### config.mk
export PLATFORM = sky130hd
export DESIGN_NAME = olpw_top
export DESIGN_NICKNAME = d
export VERILOG_FILES = /design/src/olpw_pkg.sv /design/src/olpw_arm_detect.sv /design/src/olpw_burn_timer.sv /design/src/olpw_top.sv
export SDC_FILE = /design/constraint.sdc
export NUM_CORES = 1
export LEC_CHECK = 0
export BUFFER_PORTS_ARGS = -buffer_cell sky130_fd_sc_hd__buf_2
export CAP_MARGIN = 20
export CORE_MARGIN = 2
export CORE_UTILIZATION = 55
export CTS_BUF_LIST = sky130_fd_sc_hd__clkbuf_8
export DETAILED_ROUTE_END_ITERATION = 6
export GPL_TIMING_DRIVEN = 0
export PLACE_DENSITY = 0.95
export SLEW_MARGIN = 40
export SYNTH_ARGS = -nofsm -noshare
export SYNTH_HDL_FRONTEND = slang
export SYNTH_SLANG_ARGS = --single-unit
export TNS_END_PERCENT = 5
### constraint.sdc
create_clock -name I_CLOCK -period 2.3 [get_ports I_CLOCK]
set_clock_uncertainty 0.1 [all_clocks]
set_input_delay 0.23 -clock I_CLOCK [delete_from_list [all_inputs] [get_ports I_CLOCK]]
set_output_delay 0.23 -clock I_CLOCK [all_outputs]
set_load 0.1 [all_outputs]
### src/olpw_pkg.sv
package olpw_pkg;

	// special-register addresses in the data-memory map
	localparam logic [7:0] OLPW_ADDR_TABLE_POINTER   = 8'h07;
	localparam logic [7:0] OLPW_ADDR_TABLE_HIGH_BYTE = 8'h08;
	localparam logic [7:0] OLPW_ADDR_BURN_CONTROL    = 8'h2D;
	localparam logic [7:0] OLPW_ADDR_BURN_DATA_LOW   = 8'h2E;
	localparam logic [7:0] OLPW_ADDR_BURN_DATA_HIGH  = 8'h2F;

	// burn_control field positions
	localparam int OLPW_BIT_PROGRAM_ARM = 3;
	localparam int OLPW_BIT_CYCLE_GO    = 2;

	// widths and reset values
	localparam int          OLPW_WORD_W   = 15;
	localparam int          OLPW_HIGH_W   = 7;
	localparam logic [7:0]  OLPW_RST_BYTE = 8'h00;
	localparam logic [6:0]  OLPW_RST_HIGH = 7'h00;
	localparam logic [7:0]  OLPW_READ_NONE = 8'h00;

	// last page of program memory: page number placed above table_pointer
	localparam logic [2:0]  OLPW_LAST_PAGE = 3'h7;

	// programming timeout guard, in microseconds, and its cycle count at 100 MHz
	localparam int OLPW_CLK_MHZ      = 100;
	localparam int OLPW_TIMEOUT_US   = 2000;
	localparam int OLPW_TIMEOUT_CYC  = OLPW_TIMEOUT_US * OLPW_CLK_MHZ;

	// register-port request from the cpu
	typedef struct packed {
		logic       wr;
		logic       rd;
		logic [7:0] addr;
		logic [7:0] wdata;
	} olpw_reg_req_type;

	// request to the otp array
	typedef struct packed {
		logic                   prog;
		logic                   read;
		logic [10:0]            addr;
		logic [OLPW_WORD_W-1:0] data;
	} olpw_array_req_type;

	typedef enum logic [2:0] {
		OLPW_IDLE  = 3'b001,
		OLPW_BURN  = 3'b010,
		OLPW_FAIL  = 3'b100
	} olpw_state_type;

endpackage

### src/olpw_arm_detect.sv
`timescale 1ns/1ps
`default_nettype none
// decides whether a go write is a valid activation
module olpw_arm_detect
	import olpw_pkg::*;
(
	// clock and reset
	input  wire logic i_clk,
	input  wire logic i_rst,
	input  wire logic i_ce,
	// instruction events
	input  wire logic i_instr_done,
	input  wire logic i_ctrl_wr,
	input  wire logic i_arm_wdata,
	input  wire logic i_go_wdata,
	input  wire logic i_arm_now,
	input  wire logic i_busy,
	// result
	output logic      o_start
);
	logic armed_last_r;
	logic armed_last_nxt;

	// only an instruction that raised arm alone makes the next one eligible
	assign armed_last_nxt = i_ctrl_wr & i_arm_wdata & ~i_go_wdata & ~i_arm_now;

	// arm and go raised from zero in one write never start; go must follow arm directly
	assign o_start = i_ctrl_wr & i_go_wdata & i_arm_wdata & i_arm_now & armed_last_r
		& ~i_busy; // [RULE8] [RULE9] [RULE10] [RULE6]

	always_ff @(posedge i_clk or posedge i_rst) begin
		if (i_rst) begin
			armed_last_r <= 1'b0;
		end else if (i_ce && i_instr_done) begin
			armed_last_r <= armed_last_nxt;
		end
	end
endmodule
`default_nettype wire

### src/olpw_burn_timer.sv
`timescale 1ns/1ps
`default_nettype none
// guards a burn against an array that never answers
module olpw_burn_timer
	import olpw_pkg::*;
#(
	parameter int TIMEOUT_CYC = OLPW_TIMEOUT_CYC
)
(
	// clock and reset
	input  wire logic i_clk,
	input  wire logic i_rst,
	input  wire logic i_ce,
	// control
	input  wire logic i_run,
	// result
	output logic      o_expired
);
	localparam int CW = $clog2(TIMEOUT_CYC + 1);
	logic [CW-1:0] cnt_r;
	logic [CW-1:0] cnt_nxt;

	assign o_expired = (cnt_r == CW'(TIMEOUT_CYC));
	assign cnt_nxt   = i_run ? (o_expired ? cnt_r : cnt_r + CW'(1)) : '0;

	always_ff @(posedge i_clk or posedge i_rst) begin
		if (i_rst) begin
			cnt_r <= '0;
		end else if (i_ce) begin
			cnt_r <= cnt_nxt;
		end
	end
endmodule
`default_nettype wire

### src/olpw_top.sv
`timescale 1ns/1ps
`default_nettype none
// Operation
// [RULE1] word held as low byte in data low, bits 14..8 in data high
// [RULE2] data high bit 7 reads zero
// [RULE3] control bits 7..4 and 1..0 read zero; arm and go reset zero
// [RULE4] program sets arm before requesting a burn
// [RULE5] both arm and go clear in hardware when a burn ends
// [RULE6] no burn starts while arm is zero
// [RULE7] writing go starts a burn; go reads one while pending
// [RULE8] go write ignored unless arm was already set
// [RULE9] arm and go set together never start a burn
// [RULE10] go must be written in the instruction right after arm
// [RULE11] cpu stalls after valid start, resumes when burn ends
// [RULE12] burn writes data registers at table pointer address
// [RULE13] program clears global interrupt enable around the sequence
// [RULE14] program ensures slow clock stable before a burn
// [RULE15] idle or sleep during a burn makes it fail; code sets no failed flag if done arrives in that same cycle
// [RULE16] read op: low byte to cpu, high bits to table high byte
// [RULE17] program polls go until zero before other operations
// [RULE18] program keeps arm clear when not writing
// [RULE19] program may read back burned words to verify
// [RULE20] burns go only to the last page, written once
// [RULE21] table high byte is read-only; unused bits read zero
// [RULE22] stall held from valid start until array signals done; code also drops it on power-down or timeout
// [RULE23] data registers and table pointer frozen during a burn
module olpw_top
	import olpw_pkg::*;
#(
	parameter int TIMEOUT_CYC = OLPW_TIMEOUT_CYC
)
(
	// clock, reset, enable
	input  wire logic               I_CLOCK,
	input  wire logic               I_SYS_RST,
	input  wire logic               I_CE,
	// cpu special-register port
	input  wire olpw_reg_req_type   I_REG_REQ,
	input  wire logic               I_INSTR_DONE,
	output logic [7:0]              O_REG_RDATA,
	// table read instruction
	input  wire logic               I_TABLE_READ,
	output logic                    O_TABLE_READ_DONE,
	output logic [7:0]              O_TABLE_LOW_BYTE,
	// cpu control
	output logic                    O_CPU_STALL,
	input  wire logic               I_POWER_DOWN,
	// otp array
	output olpw_array_req_type      O_ARRAY_REQ,
	input  wire logic               I_ARRAY_DONE,
	input  wire logic               I_ARRAY_RVALID,
	input  wire logic [OLPW_WORD_W-1:0] I_ARRAY_RDATA,
	output logic                    O_BURN_FAILED
);
	olpw_state_type state_r;
	olpw_state_type state_nxt;

	logic [7:0]              tblp_r;
	logic [7:0]              tblp_nxt;
	logic [7:0]              data_low_r;
	logic [7:0]              data_low_nxt;
	logic [OLPW_HIGH_W-1:0]  data_high_r;
	logic [OLPW_HIGH_W-1:0]  data_high_nxt;
	logic [OLPW_HIGH_W-1:0]  table_high_byte_r;
	logic                    arm_r;
	logic                    arm_nxt;
	logic                    go_r;
	logic                    go_nxt;
	logic                    read_pend_r;
	logic [7:0]              low_byte_r;
	logic                    read_done_r;
	logic                    failed_r;
	logic                    failed_nxt;

	wire wr_tblp  = I_REG_REQ.wr && I_REG_REQ.addr == OLPW_ADDR_TABLE_POINTER;
	wire wr_ctrl  = I_REG_REQ.wr && I_REG_REQ.addr == OLPW_ADDR_BURN_CONTROL;
	wire wr_low   = I_REG_REQ.wr && I_REG_REQ.addr == OLPW_ADDR_BURN_DATA_LOW;
	wire wr_high  = I_REG_REQ.wr && I_REG_REQ.addr == OLPW_ADDR_BURN_DATA_HIGH;
	wire arm_wd   = I_REG_REQ.wdata[OLPW_BIT_PROGRAM_ARM];
	wire go_wd    = I_REG_REQ.wdata[OLPW_BIT_CYCLE_GO];
	wire burning  = (state_r == OLPW_BURN);
	wire start;
	wire expired;
	wire burn_end;

	olpw_arm_detect u_arm (
		.i_clk        (I_CLOCK),
		.i_rst        (I_SYS_RST),
		.i_ce         (I_CE),
		.i_instr_done (I_INSTR_DONE),
		.i_ctrl_wr    (wr_ctrl),
		.i_arm_wdata  (arm_wd),
		.i_go_wdata   (go_wd),
		.i_arm_now    (arm_r),
		.i_busy       (burning),
		.o_start      (start)
	);

	olpw_burn_timer #(
		.TIMEOUT_CYC (TIMEOUT_CYC)
	) u_timer (
		.i_clk     (I_CLOCK),
		.i_rst     (I_SYS_RST),
		.i_ce      (I_CE),
		.i_run     (burning),
		.o_expired (expired)
	);

	// a burn ends on array completion, power-down, or a dead array
	assign burn_end = burning && (I_ARRAY_DONE || I_POWER_DOWN || expired);

	// stall from the start cycle through the end of the burn
	assign O_CPU_STALL = start || burning; // [RULE11] [RULE22]

	// register writes are locked out while burning
	assign tblp_nxt      = (wr_tblp && !burning) ? I_REG_REQ.wdata : tblp_r; // [RULE23]
	assign data_low_nxt  = (wr_low && !burning) ? I_REG_REQ.wdata : data_low_r; // [RULE1] [RULE23]
	assign data_high_nxt = (wr_high && !burning) ? I_REG_REQ.wdata[OLPW_HIGH_W-1:0]
		: data_high_r; // [RULE1] [RULE23]

	// go only sticks when the write is a valid activation
	assign go_nxt  = burn_end ? 1'b0 : (start ? 1'b1 : go_r); // [RULE7] [RULE5]
	assign arm_nxt = burn_end ? 1'b0
		: ((wr_ctrl && !burning) ? arm_wd : arm_r); // [RULE5] [RULE6]

	// idle, sleep or a silent array during a burn leaves a failed flag unless done arrives in that same cycle
	assign failed_nxt = start ? 1'b0
		: ((burning && (I_POWER_DOWN || expired) && !I_ARRAY_DONE) ? 1'b1 : failed_r); // [RULE15]

	always_comb begin
		case (state_r)
			OLPW_IDLE: state_nxt = start ? OLPW_BURN : OLPW_IDLE;
			OLPW_BURN: state_nxt = burn_end ? ((I_ARRAY_DONE && !I_POWER_DOWN)
				? OLPW_IDLE : OLPW_FAIL) : OLPW_BURN;
			OLPW_FAIL: state_nxt = start ? OLPW_BURN : OLPW_IDLE;
			default:   state_nxt = OLPW_IDLE;
		endcase
	end

	// array request: burn keeps asserted until done, power-down or timeout, read follows the table read input outside a burn
	always_comb begin
		O_ARRAY_REQ.prog = burning; // [RULE12]
		O_ARRAY_REQ.read = I_TABLE_READ && !burning; // [RULE16]
		O_ARRAY_REQ.addr = {OLPW_LAST_PAGE, tblp_r}; // [RULE20] [RULE12]
		O_ARRAY_REQ.data = {data_high_r, data_low_r}; // [RULE12]
	end

	// read-back mux; unmapped bits and addresses return zero
	always_comb begin
		case (I_REG_REQ.addr)
			OLPW_ADDR_TABLE_POINTER:   O_REG_RDATA = tblp_r;
			OLPW_ADDR_TABLE_HIGH_BYTE: O_REG_RDATA = {1'b0, table_high_byte_r}; // [RULE21]
			OLPW_ADDR_BURN_CONTROL:    O_REG_RDATA = {4'h0, arm_r, go_r, 2'h0}; // [RULE3] [RULE7]
			OLPW_ADDR_BURN_DATA_LOW:   O_REG_RDATA = data_low_r;
			OLPW_ADDR_BURN_DATA_HIGH:  O_REG_RDATA = {1'b0, data_high_r}; // [RULE2]
			default:                   O_REG_RDATA = OLPW_READ_NONE;
		endcase
	end

	// table read: only a read this block launched may capture array data
	wire                   read_capture  = read_pend_r && I_ARRAY_RVALID;
	wire                   read_pend_nxt = O_ARRAY_REQ.read || (read_pend_r && !I_ARRAY_RVALID);
	wire [7:0]             low_byte_nxt  = read_capture
		? I_ARRAY_RDATA[OLPW_WORD_W-OLPW_HIGH_W-1:0] : low_byte_r; // [RULE16]
	wire [OLPW_HIGH_W-1:0] table_high_byte_nxt      = read_capture
		? I_ARRAY_RDATA[OLPW_WORD_W-1:OLPW_WORD_W-OLPW_HIGH_W] : table_high_byte_r; // [RULE16] [RULE21]

	assign O_TABLE_READ_DONE = read_done_r;
	assign O_TABLE_LOW_BYTE  = low_byte_r;
	assign O_BURN_FAILED     = failed_r;

	always_ff @(posedge I_CLOCK or posedge I_SYS_RST) begin
		if (I_SYS_RST) begin
			state_r <= OLPW_IDLE;
		end else if (I_CE) begin
			state_r <= state_nxt;
		end
	end

	always_ff @(posedge I_CLOCK or posedge I_SYS_RST) begin
		if (I_SYS_RST) begin
			tblp_r <= OLPW_RST_BYTE;
		end else if (I_CE) begin
			tblp_r <= tblp_nxt;
		end
	end

	always_ff @(posedge I_CLOCK or posedge I_SYS_RST) begin
		if (I_SYS_RST) begin
			data_low_r <= OLPW_RST_BYTE;
		end else if (I_CE) begin
			data_low_r <= data_low_nxt;
		end
	end

	always_ff @(posedge I_CLOCK or posedge I_SYS_RST) begin
		if (I_SYS_RST) begin
			data_high_r <= OLPW_RST_HIGH;
		end else if (I_CE) begin
			data_high_r <= data_high_nxt;
		end
	end

	always_ff @(posedge I_CLOCK or posedge I_SYS_RST) begin
		if (I_SYS_RST) begin
			arm_r <= 1'b0;
		end else if (I_CE) begin
			arm_r <= arm_nxt;
		end
	end

	always_ff @(posedge I_CLOCK or posedge I_SYS_RST) begin
		if (I_SYS_RST) begin
			go_r <= 1'b0;
		end else if (I_CE) begin
			go_r <= go_nxt;
		end
	end

	always_ff @(posedge I_CLOCK or posedge I_SYS_RST) begin
		if (I_SYS_RST) begin
			failed_r <= 1'b0;
		end else if (I_CE) begin
			failed_r <= failed_nxt;
		end
	end

	// one read outstanding; the pending flag drops with the array's answer
	always_ff @(posedge I_CLOCK or posedge I_SYS_RST) begin
		if (I_SYS_RST) begin
			read_pend_r <= 1'b0;
		end else if (I_CE) begin
			read_pend_r <= read_pend_nxt;
		end
	end

	always_ff @(posedge I_CLOCK or posedge I_SYS_RST) begin
		if (I_SYS_RST) begin
			read_done_r <= 1'b0;
		end else if (I_CE) begin
			read_done_r <= read_capture;
		end
	end

	always_ff @(posedge I_CLOCK or posedge I_SYS_RST) begin
		if (I_SYS_RST) begin
			low_byte_r <= OLPW_RST_BYTE;
		end else if (I_CE) begin
			low_byte_r <= low_byte_nxt;
		end
	end

	// high bits land only in the read-only register
	always_ff @(posedge I_CLOCK or posedge I_SYS_RST) begin
		if (I_SYS_RST) begin
			table_high_byte_r <= OLPW_RST_HIGH;
		end else if (I_CE) begin
			table_high_byte_r <= table_high_byte_nxt;
		end
	end
endmodule
`default_nettype wire

Word-level counts from Yosys, hierarchy flattened
Index checks and enable logic that the tools add are counted.

Output and inout port bits: 47. Logic and storage cells: 85. Register bits after elaboration: 65. Bits of input ports: 41.

Multiplexer cells: 13. Eq/ne operators: 10. Reductions and logical operators: 37. $add $sub $neg: 1. Bitwise logic cells: 11.

Operators by type and width (number): $pmux W8 S5 (1); $mux W18 (2); $eq A8 B6 Y1 const B (3); $add A18 B1 Y18 const B (1); $eq A18 B18 Y1 const B (1); $logic_and A1 B1 Y1 (16); $reduce_and A2 Y1 (8); $and A1 B1 Y1 (8); $eq A8 B3 Y1 const B (1); $eq A8 B4 Y1 const B (1); $mux W1 (6); $mux W3 (2); $pmux W3 S2 (1); $reduce_bool A2 Y1 (3); $logic_or A1 B1 Y1 (5); $logic_not A1 Y1 (4); $eq A3 B1 Y1 const B (1); $eq A3 B2 Y1 const B (1); $eq A3 B3 Y1 const B (1); $not A1 Y1 (3); $mux W2 (1); $ne A2 B2 Y1 const B (1); $reduce_or A2 Y1 (1).

Longest topological paths before layout
Gate-level depths: netlist (run 1).

Word-level depth: 9. Mapped depth: 7. Mapped depth without buffers: 6.

By module
From an unflattened synthesis (run 1), not the netlist that was laid out.

Cell total of the unflattened synthesis: 318. Area total of the unflattened synthesis: 3448.3 sq um.

Modules (own cells, without submodules): olpw_top (cells an instance 181, area each 2260.9 sq um, instances 1); olpw_burn_timer (cells an instance 129, area each 1112.3 sq um, instances 1); olpw_arm_detect (cells an instance 8, area each 75.1 sq um, instances 1).

Worst setup path before layout (run 1)
OpenSTA, ideal clock, no wires.

Kind: flip-flop to output port. Start point: register data_low_r[7]. End point: output O_REG_RDATA[7]. Cell stages (with the launch flop): 3. Arrival time: 3.145 ns. Path slack: -1.175 ns. Cell sequence: dfrtp_1 -> nand2b_1 -> o21ai_0.

Word-level cells in the longest chain between the ends: 1.

RTL lines: start: declaration (RTL line olpw_top.sv:60) `logic [7:0] data_low_r;`; start signal: assignment (RTL line olpw_top.sv:192) `data_low_r <= data_low_nxt;`; $pmux W8 S5 (RTL line olpw_top.sv:150) `case (I_REG_REQ.addr)`; end: declaration (RTL line olpw_top.sv:40) `output logic [7:0] O_REG_RDATA,`.

Every way passes these cells.

Worst setup path in the final report (run 1)
Start point: register state_r[2]. End point: output O_ARRAY_REQ[27] in the netlist's numbering.

Word-level cells in the longest chain between the ends: 1.

RTL lines: start: declaration (RTL line olpw_top.sv:55) `olpw_state_type state_r;`; start signal: assignment (RTL line olpw_top.sv:176) `state_r <= state_nxt;`; $eq A3 B2 Y1 (RTL line olpw_top.sv:81) `wire burning = (state_r == OLPW_BURN);`; end: declaration (RTL line olpw_top.sv:49) `output olpw_array_req_type O_ARRAY_REQ,`.

Every way passes these cells.

==> results of run 1 <==
[registers in the layout, indices dropped and copies added, names as in the netlist, 3 cells and up]
signal	flops
tblp_r	8
u_timer.cnt_r	18
data_low_r	8
O_TABLE_LOW_BYTE	8
state_r	3
data_high_r	7
table_high_byte_r	7
[synth_stat cells (5+ instances only)]
master	n	area (sq um)
sky130_fd_sc_hd__a22o_1	5	43.79
sky130_fd_sc_hd__dfrtp_1	64	1602
sky130_fd_sc_hd__nor2_1	26	97.59
sky130_fd_sc_hd__o21ai_0	11	55.05
sky130_fd_sc_hd__a221o_1	5	50.05
sky130_fd_sc_hd__inv_1	10	37.54
sky130_fd_sc_hd__nand2_1	19	71.32
sky130_fd_sc_hd__mux2_2	38	427.9
sky130_fd_sc_hd__a21oi_1	10	50.05
sky130_fd_sc_hd__nand3_1	16	80.08
sky130_fd_sc_hd__clkbuf_1	11	41.29
sky130_fd_sc_hd__nor3_1	6	30.03
sky130_fd_sc_hd__mux2i_1	6	60.06
sky130_fd_sc_hd__nand4_1	6	37.54
[layer usage]
metal	up-vias	part of all wire
met3	40	0.091
li1	1334	-
met2	217	0.51
met1	1501	0.37
met5	-	0
met4	0	0.033
[timing repair]
| action | in CTS | in global routing |
|---|---|---|
| endpoints found under the setup margin | 19 | 18 |
| gates resized for setup | 11 | 8 |
| hold endpoints to repair | 31 | 1 |
| hold buffers | 1 | 1 |
[final cells by class]
type,count,area (sq um)
timing repair buffer,84,484.2
buffer,17,86.33
tap,75,93.84
inverter,11,45.04
sequential,65,1628
clock inverter,7,52.55
fill,388,1788
multi-input combinational,219,1619
clock buffer,9,123.9
[critical path, delay by kind of cell (launching register included)]
family,cells,cell delay (ns)
buf+inv,4,0.68
simple gates,1,0.49
flops,1,0.44
[logic make-up after synthesis]
kind of cell	after synthesis	synth area share
simple gates	112	0.1930
fa+ha+maj	2	0.007464
flops	65	0.4856
buf+inv	28	0.03658
compound gates	50	0.1097
other cells	1	0.001119
mux	44	0.1456
xor+xnor	8	0.02090
[report_power, final]
group          internal [mW]  switching (mW)
Combinational          0.152           0.551
Clock                  0.400           0.502
Sequential              1.23          0.0551
Total                   1.78            1.11
[final timing paths]
check	depth (start not counted)	slack, ns	to	start
min in group asynchronous	3	0.34	O_TABLE_LOW_BYTE[3]	I_SYS_RST
max reg2reg	6	0.12	u_timer.cnt_r[1]	u_timer.cnt_r[0]
min	2	0.005	O_TABLE_LOW_BYTE[4]	I_ARRAY_RDATA[4]
max	5	0.002	O_ARRAY_REQ[27]	state_r[2]
max in group asynchronous	4	1.25	table_high_byte_r[6]	I_SYS_RST
min reg2reg	1	0.40	O_TABLE_LOW_BYTE[3]	O_TABLE_LOW_BYTE[3]
[stage by stage]
step | hold slack, ns | total power, mW | cells | instance area [sq um]
2_1_floorplan | 0.2264 | 1.840 | 312 | 3363
3_3_place_gp | 0.3572 | 1.965 | 468 | 3862
3_5_place_dp | 0.1658 | 1.995 | 469 | 3885
4_1_cts | 0.001420 | 2.878 | 486 | 4096
5_1_grt | 0.001808 | 2.977 | 487 | 4133
6_report | 0.004779 | 2.886 | 487 | 4133
==> impl_metrics.toml, run 1 <==
[cts]
tritoncts_clock_tree = "built"
cts_setup_buffers = 0
cts-buffers-inserted = 9
clock_latency_ns = 0.35
cts-root-buf = "sky130_fd_sc_hd__clkbuf_8"
htree_levels = 3
ctsLongestPathBuffers = 2
post_cts_clock_slew_at_the_launch_and_capture_registers_of_the_worst_setup_and_hold_paths_ns = 0.08
cts_num_sinks = 65

[yosys]
synthCells = 310
synthFlopType = "sky130_fd_sc_hd__dfrtp_1"
synth_sequential_area_ratio = 0.4856
synth_cell_type_count = 59
mapped_area_sq_mm = 0.003352
synth_async_reset_ratio = 1.000
total_of_flip_flops_plus_latches_after_synthesis = 65
ys.warnings.count = 0
synth_edf_count = 0
post_synth.cell_area_avg_sq_um = 10.81

[floorplan]
row_count = 28
chipHeight_um = 82.07
die_w_um = 82.07
full_die_area_sq_mm = 0.006735
initial_core_utilization = 0.5661
core-area_sq_mm = 0.005921
boundaryPins = 88

[worst_setup_path]
critical_path.cell_chain = "or3b_2 > clkbuf_4 > clkinv_2 > buf_4 > buf_8"
cp_slowest_stage_delay_ns = 0.49
crit_path_max_delay_cell_type = "sky130_fd_sc_hd__or3b_2"
end_kind = "output pin"
critPathArrivalTime_ns = 1.97
worst_ep_required_time_ns = 1.97
critPathMaxFanout = 10
cp-start-kind = "flop"
worst-setup-path-type = "reg -> out"

[global_routing]
gr-usage-met2 = 0.4602
number_of_antenna_violations_at_the_first_check_in_global_routing = 0
gr-usage-met1 = 0.3453
grt_max_degree = 34
global_route.usage.met3 = 0.07692
grt_first_pass_wirelength_mm = 14.23
globalRouteOverflowTotal = 0
grt_pass1_vias = 2968
grt_util_all_layers = 0.2848
global_route.peak_usage_layer = "met2"

[placed_design]
detailed_place_hpwl_mm = 6.313
worst_slack_at_placement_ns = -0.1695
place.port_buffers = 81
routabilityCongestion = 0.8944

[drt]
drt_pre_antenna_iters = 5
routed_wl_mm = 9.140
route.detailed.drc = 0
postRouteAntennaNets = 0
first_iter_violations = 258
routed_wire_length_per_instance_um = 18.77
route.vias.total = 3092
vias_per_cell = 6.349

[cells_and_area]
layout.cells.most_common_list = "sky130_fd_sc_hd__buf_2 (72), sky130_fd_sc_hd__dfrtp_1 (64), sky130_fd_sc_hd__mux2_2 (38)"
layout.nets = 450
post-route-util = 0.6980
mostFrequentLayoutCell = "sky130_fd_sc_hd__buf_2"
layout-area-overhead-vs-synth_pct = 23.29
fraction_of_final_layout_cells_sized_beyond_drive_strength_1 = 0.3956
diodes = 0

[timing]
final_max_slew_viol_count = 0
max_slew.worst_pin.slew_ns = 0.7050
maxSlewHeadroom = 0.5274
fin_crit_sh = 0.9990
timing.fmax_ghz = 0.4352
layout_min_cycle_time_ns = 2.298
finalHoldViolCount = 0
final_critical_path_setup_slack_ns = 0.002258
report.final.setup_viol = 0
rsz0062_at_grt = "true"
totalNegativeSetupSlack_ns = 0

[pwr]
power_density_mw_per_mm2 = 698.3
cellLeakagePower_nw = 1.996
vdd_drop_max_mv = 0.8488

[hold_path]
min-delay-path-class = "in -> reg"

[outcome]
run_status = "finished, final reports clean"

[job]
max_cap_violations = 0
Note: power is estimated with default switching activity, not from simulation.
==> run 2, diff against run 1 <==
--- a/config.mk
+++ b/config.mk
@@ -13,6 +13,7 @@
 export DETAILED_ROUTE_END_ITERATION = 6
 export GPL_TIMING_DRIVEN = 0
 export PLACE_DENSITY = 0.95
+export REMOVE_ABC_BUFFERS = 1
 export SLEW_MARGIN = 40
 export SYNTH_ARGS = -nofsm -noshare
 export SYNTH_HDL_FRONTEND = slang
==> run 2 against run 1 <==
Effect of this change: the run now ends with negative setup slack left; combinational power barely moved; critical endpoint is now O_REG_RDATA[2]; wire length shrank 2.1%; total power up 3.8%; clock power is 12% higher; highest routed layer unchanged; register-to-register slack better by 0.06 ns; sequential power hardly changed.
==> impl_metrics.toml, run 2 (synthesis results as in run 1) <==
[outcome]
run_status = "complete, but fails checks"
violations = "negative setup slack"

[pwr]
cellLeakagePower_nw = 1.997
internal-power_mw = 1.911
vdd_drop_max_mv = 0.7762
power.share.clock = 0.338
power_density_mw_per_mm2 = 720.2
power.share.combinational = 0.236
p_sw_mw = 1.084
sequentialPowerShare = 0.426
power_switching_share = 0.3619

[timing]
final_max_slew_viol_count = 0
max_slew.worst_pin.slew_ns = 0.8202
timing.fmax_ghz = 0.4307
rsz0062_at_grt = "true"
worst_hold_slack_ns = 0.008138
layout_min_cycle_time_ns = 2.322
final_critical_path_setup_slack_ns = -0.02175
report.final.setup_viol = 2
totalNegativeSetupSlack_ns = -0.03764
maxSlewHeadroom = 0.4517
finalHoldViolCount = 0
fin_crit_sh = 1.009

[placed_design]
place.port_buffers = 83
worst_slack_at_placement_ns = -0.2322
placed_cells = 454
routabilityCongestion = 0.8835
detailed_place_hpwl_mm = 5.859

[worst_setup_path]
crit-reg2reg-capture = "tblp_r[2]"
worst_ep_required_time_ns = 1.97
critPathMaxFanout = 8
worstSetupStartpoint = "I_REG_REQ[12]"
critPathArrivalTime_ns = 1.99
timing.critical_path.depth = 6
rr_startpoint = "state_r[0]"
critical_path.endpoint = "O_REG_RDATA[2]"
worst_r2r_path_depth = 4
cp_num_buf_inv = 2
cp_slowest_stage_delay_ns = 0.43
end_kind = "output pin"
crit_path_max_delay_cell_type = "sky130_fd_sc_hd__nor4b_2"
worst-setup-path-type = "in -> out"
critical_path.cell_chain = "buf_2 > nor4b_2 > nand4_2 > nor2_1 > a211o_1 > clkbuf_4"
crit_family = "simple AND/OR/NAND/NOR gates"
ff2ff_setup_slack_ns = 0.18
cp-start-kind = "input port"

[floorplan]
chipHeight_um = 82.07
core-area_sq_mm = 0.005921
row_count = 28
full_die_area_sq_mm = 0.006735
boundaryPins = 88
initial_core_utilization = 0.5661
die_w_um = 82.07

[cells_and_area]
layout-area-overhead-vs-synth_pct = 24.04
diodes = 0
fraction_of_final_layout_cells_sized_beyond_drive_strength_1 = 0.3945
regArea_sq_mm = 0.001628
multi_input_comb_area_sq_mm = 0.001645
layout.cells.most_common_list = "sky130_fd_sc_hd__buf_2 (74), sky130_fd_sc_hd__dfrtp_1 (64), sky130_fd_sc_hd__mux2_2 (38)"
largest_register_ff_count = 18
stdcell_count = 478
layout.nets = 441
register_ranked_first_by_flip_flop_count = "u_timer.cnt_r"
mostFrequentLayoutCell = "sky130_fd_sc_hd__buf_2"
fillCellCount = 390

[hold_path]
min-delay-path-class = "in -> reg"

[cts]
htree_levels = 3
clock_latency_ns = 0.35
post_cts_clock_slew_at_the_launch_and_capture_registers_of_the_worst_setup_and_hold_paths_ns = 0.07
tritoncts_clock_tree = "built"
ctsLongestPathBuffers = 2
cts-root-buf = "sky130_fd_sc_hd__clkbuf_8"
cts-buffers-inserted = 9
cts_setup_buffers = 0
cts_num_sinks = 65

[drt]
vias_per_cell = 6.215
route.vias.total = 2971
drt_pre_antenna_iters = 5
first_iter_violations = 232
postRouteAntennaNets = 0
route.detailed.drc = 0
routed_wire_length_per_instance_um = 18.72
routed_wl_mm = 8.947

[global_routing]
grt_util_all_layers = 0.2746
grt_first_pass_wirelength_mm = 13.53
grt_max_degree = 36
globalRouteOverflowTotal = 0
grt_pass1_vias = 2794
number_of_antenna_violations_at_the_first_check_in_global_routing = 0

[job]
max_cap_violations = 0
[run 2: cell types whose count changed in the layout (fill, tap and decap cells not counted), moves of 2 or more]
cell	before	now
sky130_fd_sc_hd__buf_4	8	2
sky130_fd_sc_hd__inv_6	3	0
sky130_fd_sc_hd__clkbuf_1	9	0
sky130_fd_sc_hd__buf_2	72	74
sky130_fd_sc_hd__dlygate4sd3_1	2	8
sky130_fd_sc_hd__clkinv_2	3	1
[run 2: per-stage QoR]
stage / util / power [mW] / cell area (sq um)
floorplan: - / 1.826 / 3278
global placement: 0.6397 / 1.960 / 3787
detailed placement: 0.6435 / 1.981 / 3810
CTS: 0.6915 / 2.992 / 4094
global route: 0.7022 / 3.092 / 4158
finish: 0.7022 / 2.994 / 4158
[run 2: final cells by class]
type,instances,area share
clock buffers,10,0.03310
clock inverters,6,0.01625
inverters,11,0.01053
multi-input cells,219,0.3957
flip-flops and latches,65,0.3915
well taps,75,0.02257
repair buffers,92,0.1303
[run 2: power by group through the flow]
stage               Combinational (mW)  Clock [mW]  Sequential, mW
floorplan                        0.163           0            1.66
CTS                              0.698        1.02            1.27
finish                           0.706        1.01            1.28
global route                     0.731        1.08            1.28
global placement                 0.671           0            1.29
detailed placement               0.686           0            1.29
[run 2: worst register-to-register path, stage by stage, from the launching register on]
cell and delay [ns]:
sky130_fd_sc_hd__dfstp_2 0.58, sky130_fd_sc_hd__or3b_4 0.24, sky130_fd_sc_hd__nand3_2 0.21, sky130_fd_sc_hd__nor2b_2 0.48, sky130_fd_sc_hd__mux2_2 0.40
[run 2: timing repair]
item,CTS,global route
resized for setup,6,12
cloned,0,0
hold buffers,6,2
setup endpoints to repair,21,37
pin swaps,0,1
hold endpoints to repair,38,2
[run 2: worst min path at each step]
stage	from	end	slack (ns)	cells after the start
final	I_ARRAY_RDATA[1]	O_TABLE_LOW_BYTE[1]	0.008	2
after global routing	I_ARRAY_RDATA[0]	O_TABLE_LOW_BYTE[0]	0.006	2
after CTS	I_ARRAY_RDATA[6]	O_TABLE_LOW_BYTE[6]	0.001	2
after detailed placement	I_SYS_RST	O_TABLE_READ_DONE	0.18	2
after global placement	I_ARRAY_RDATA[1]	O_TABLE_LOW_BYTE[1]	0.36	2
after floorplan	I_ARRAY_DONE	O_BURN_FAILED	0.23	1
[run 2: per-layer routing]
| layer | track usage | vias to the layer above | routed length (um) |
|---|---|---|---|
| met5 | 0 | - | 0 |
| met4 | 0.1733 | 0 | 437 |
| met3 | 0.07692 | 50 | 744 |
| met2 | 0.4285 | 185 | 4403 |
| met1 | 0.3350 | 1413 | 3361 |
| li1 | - | 1323 | - |
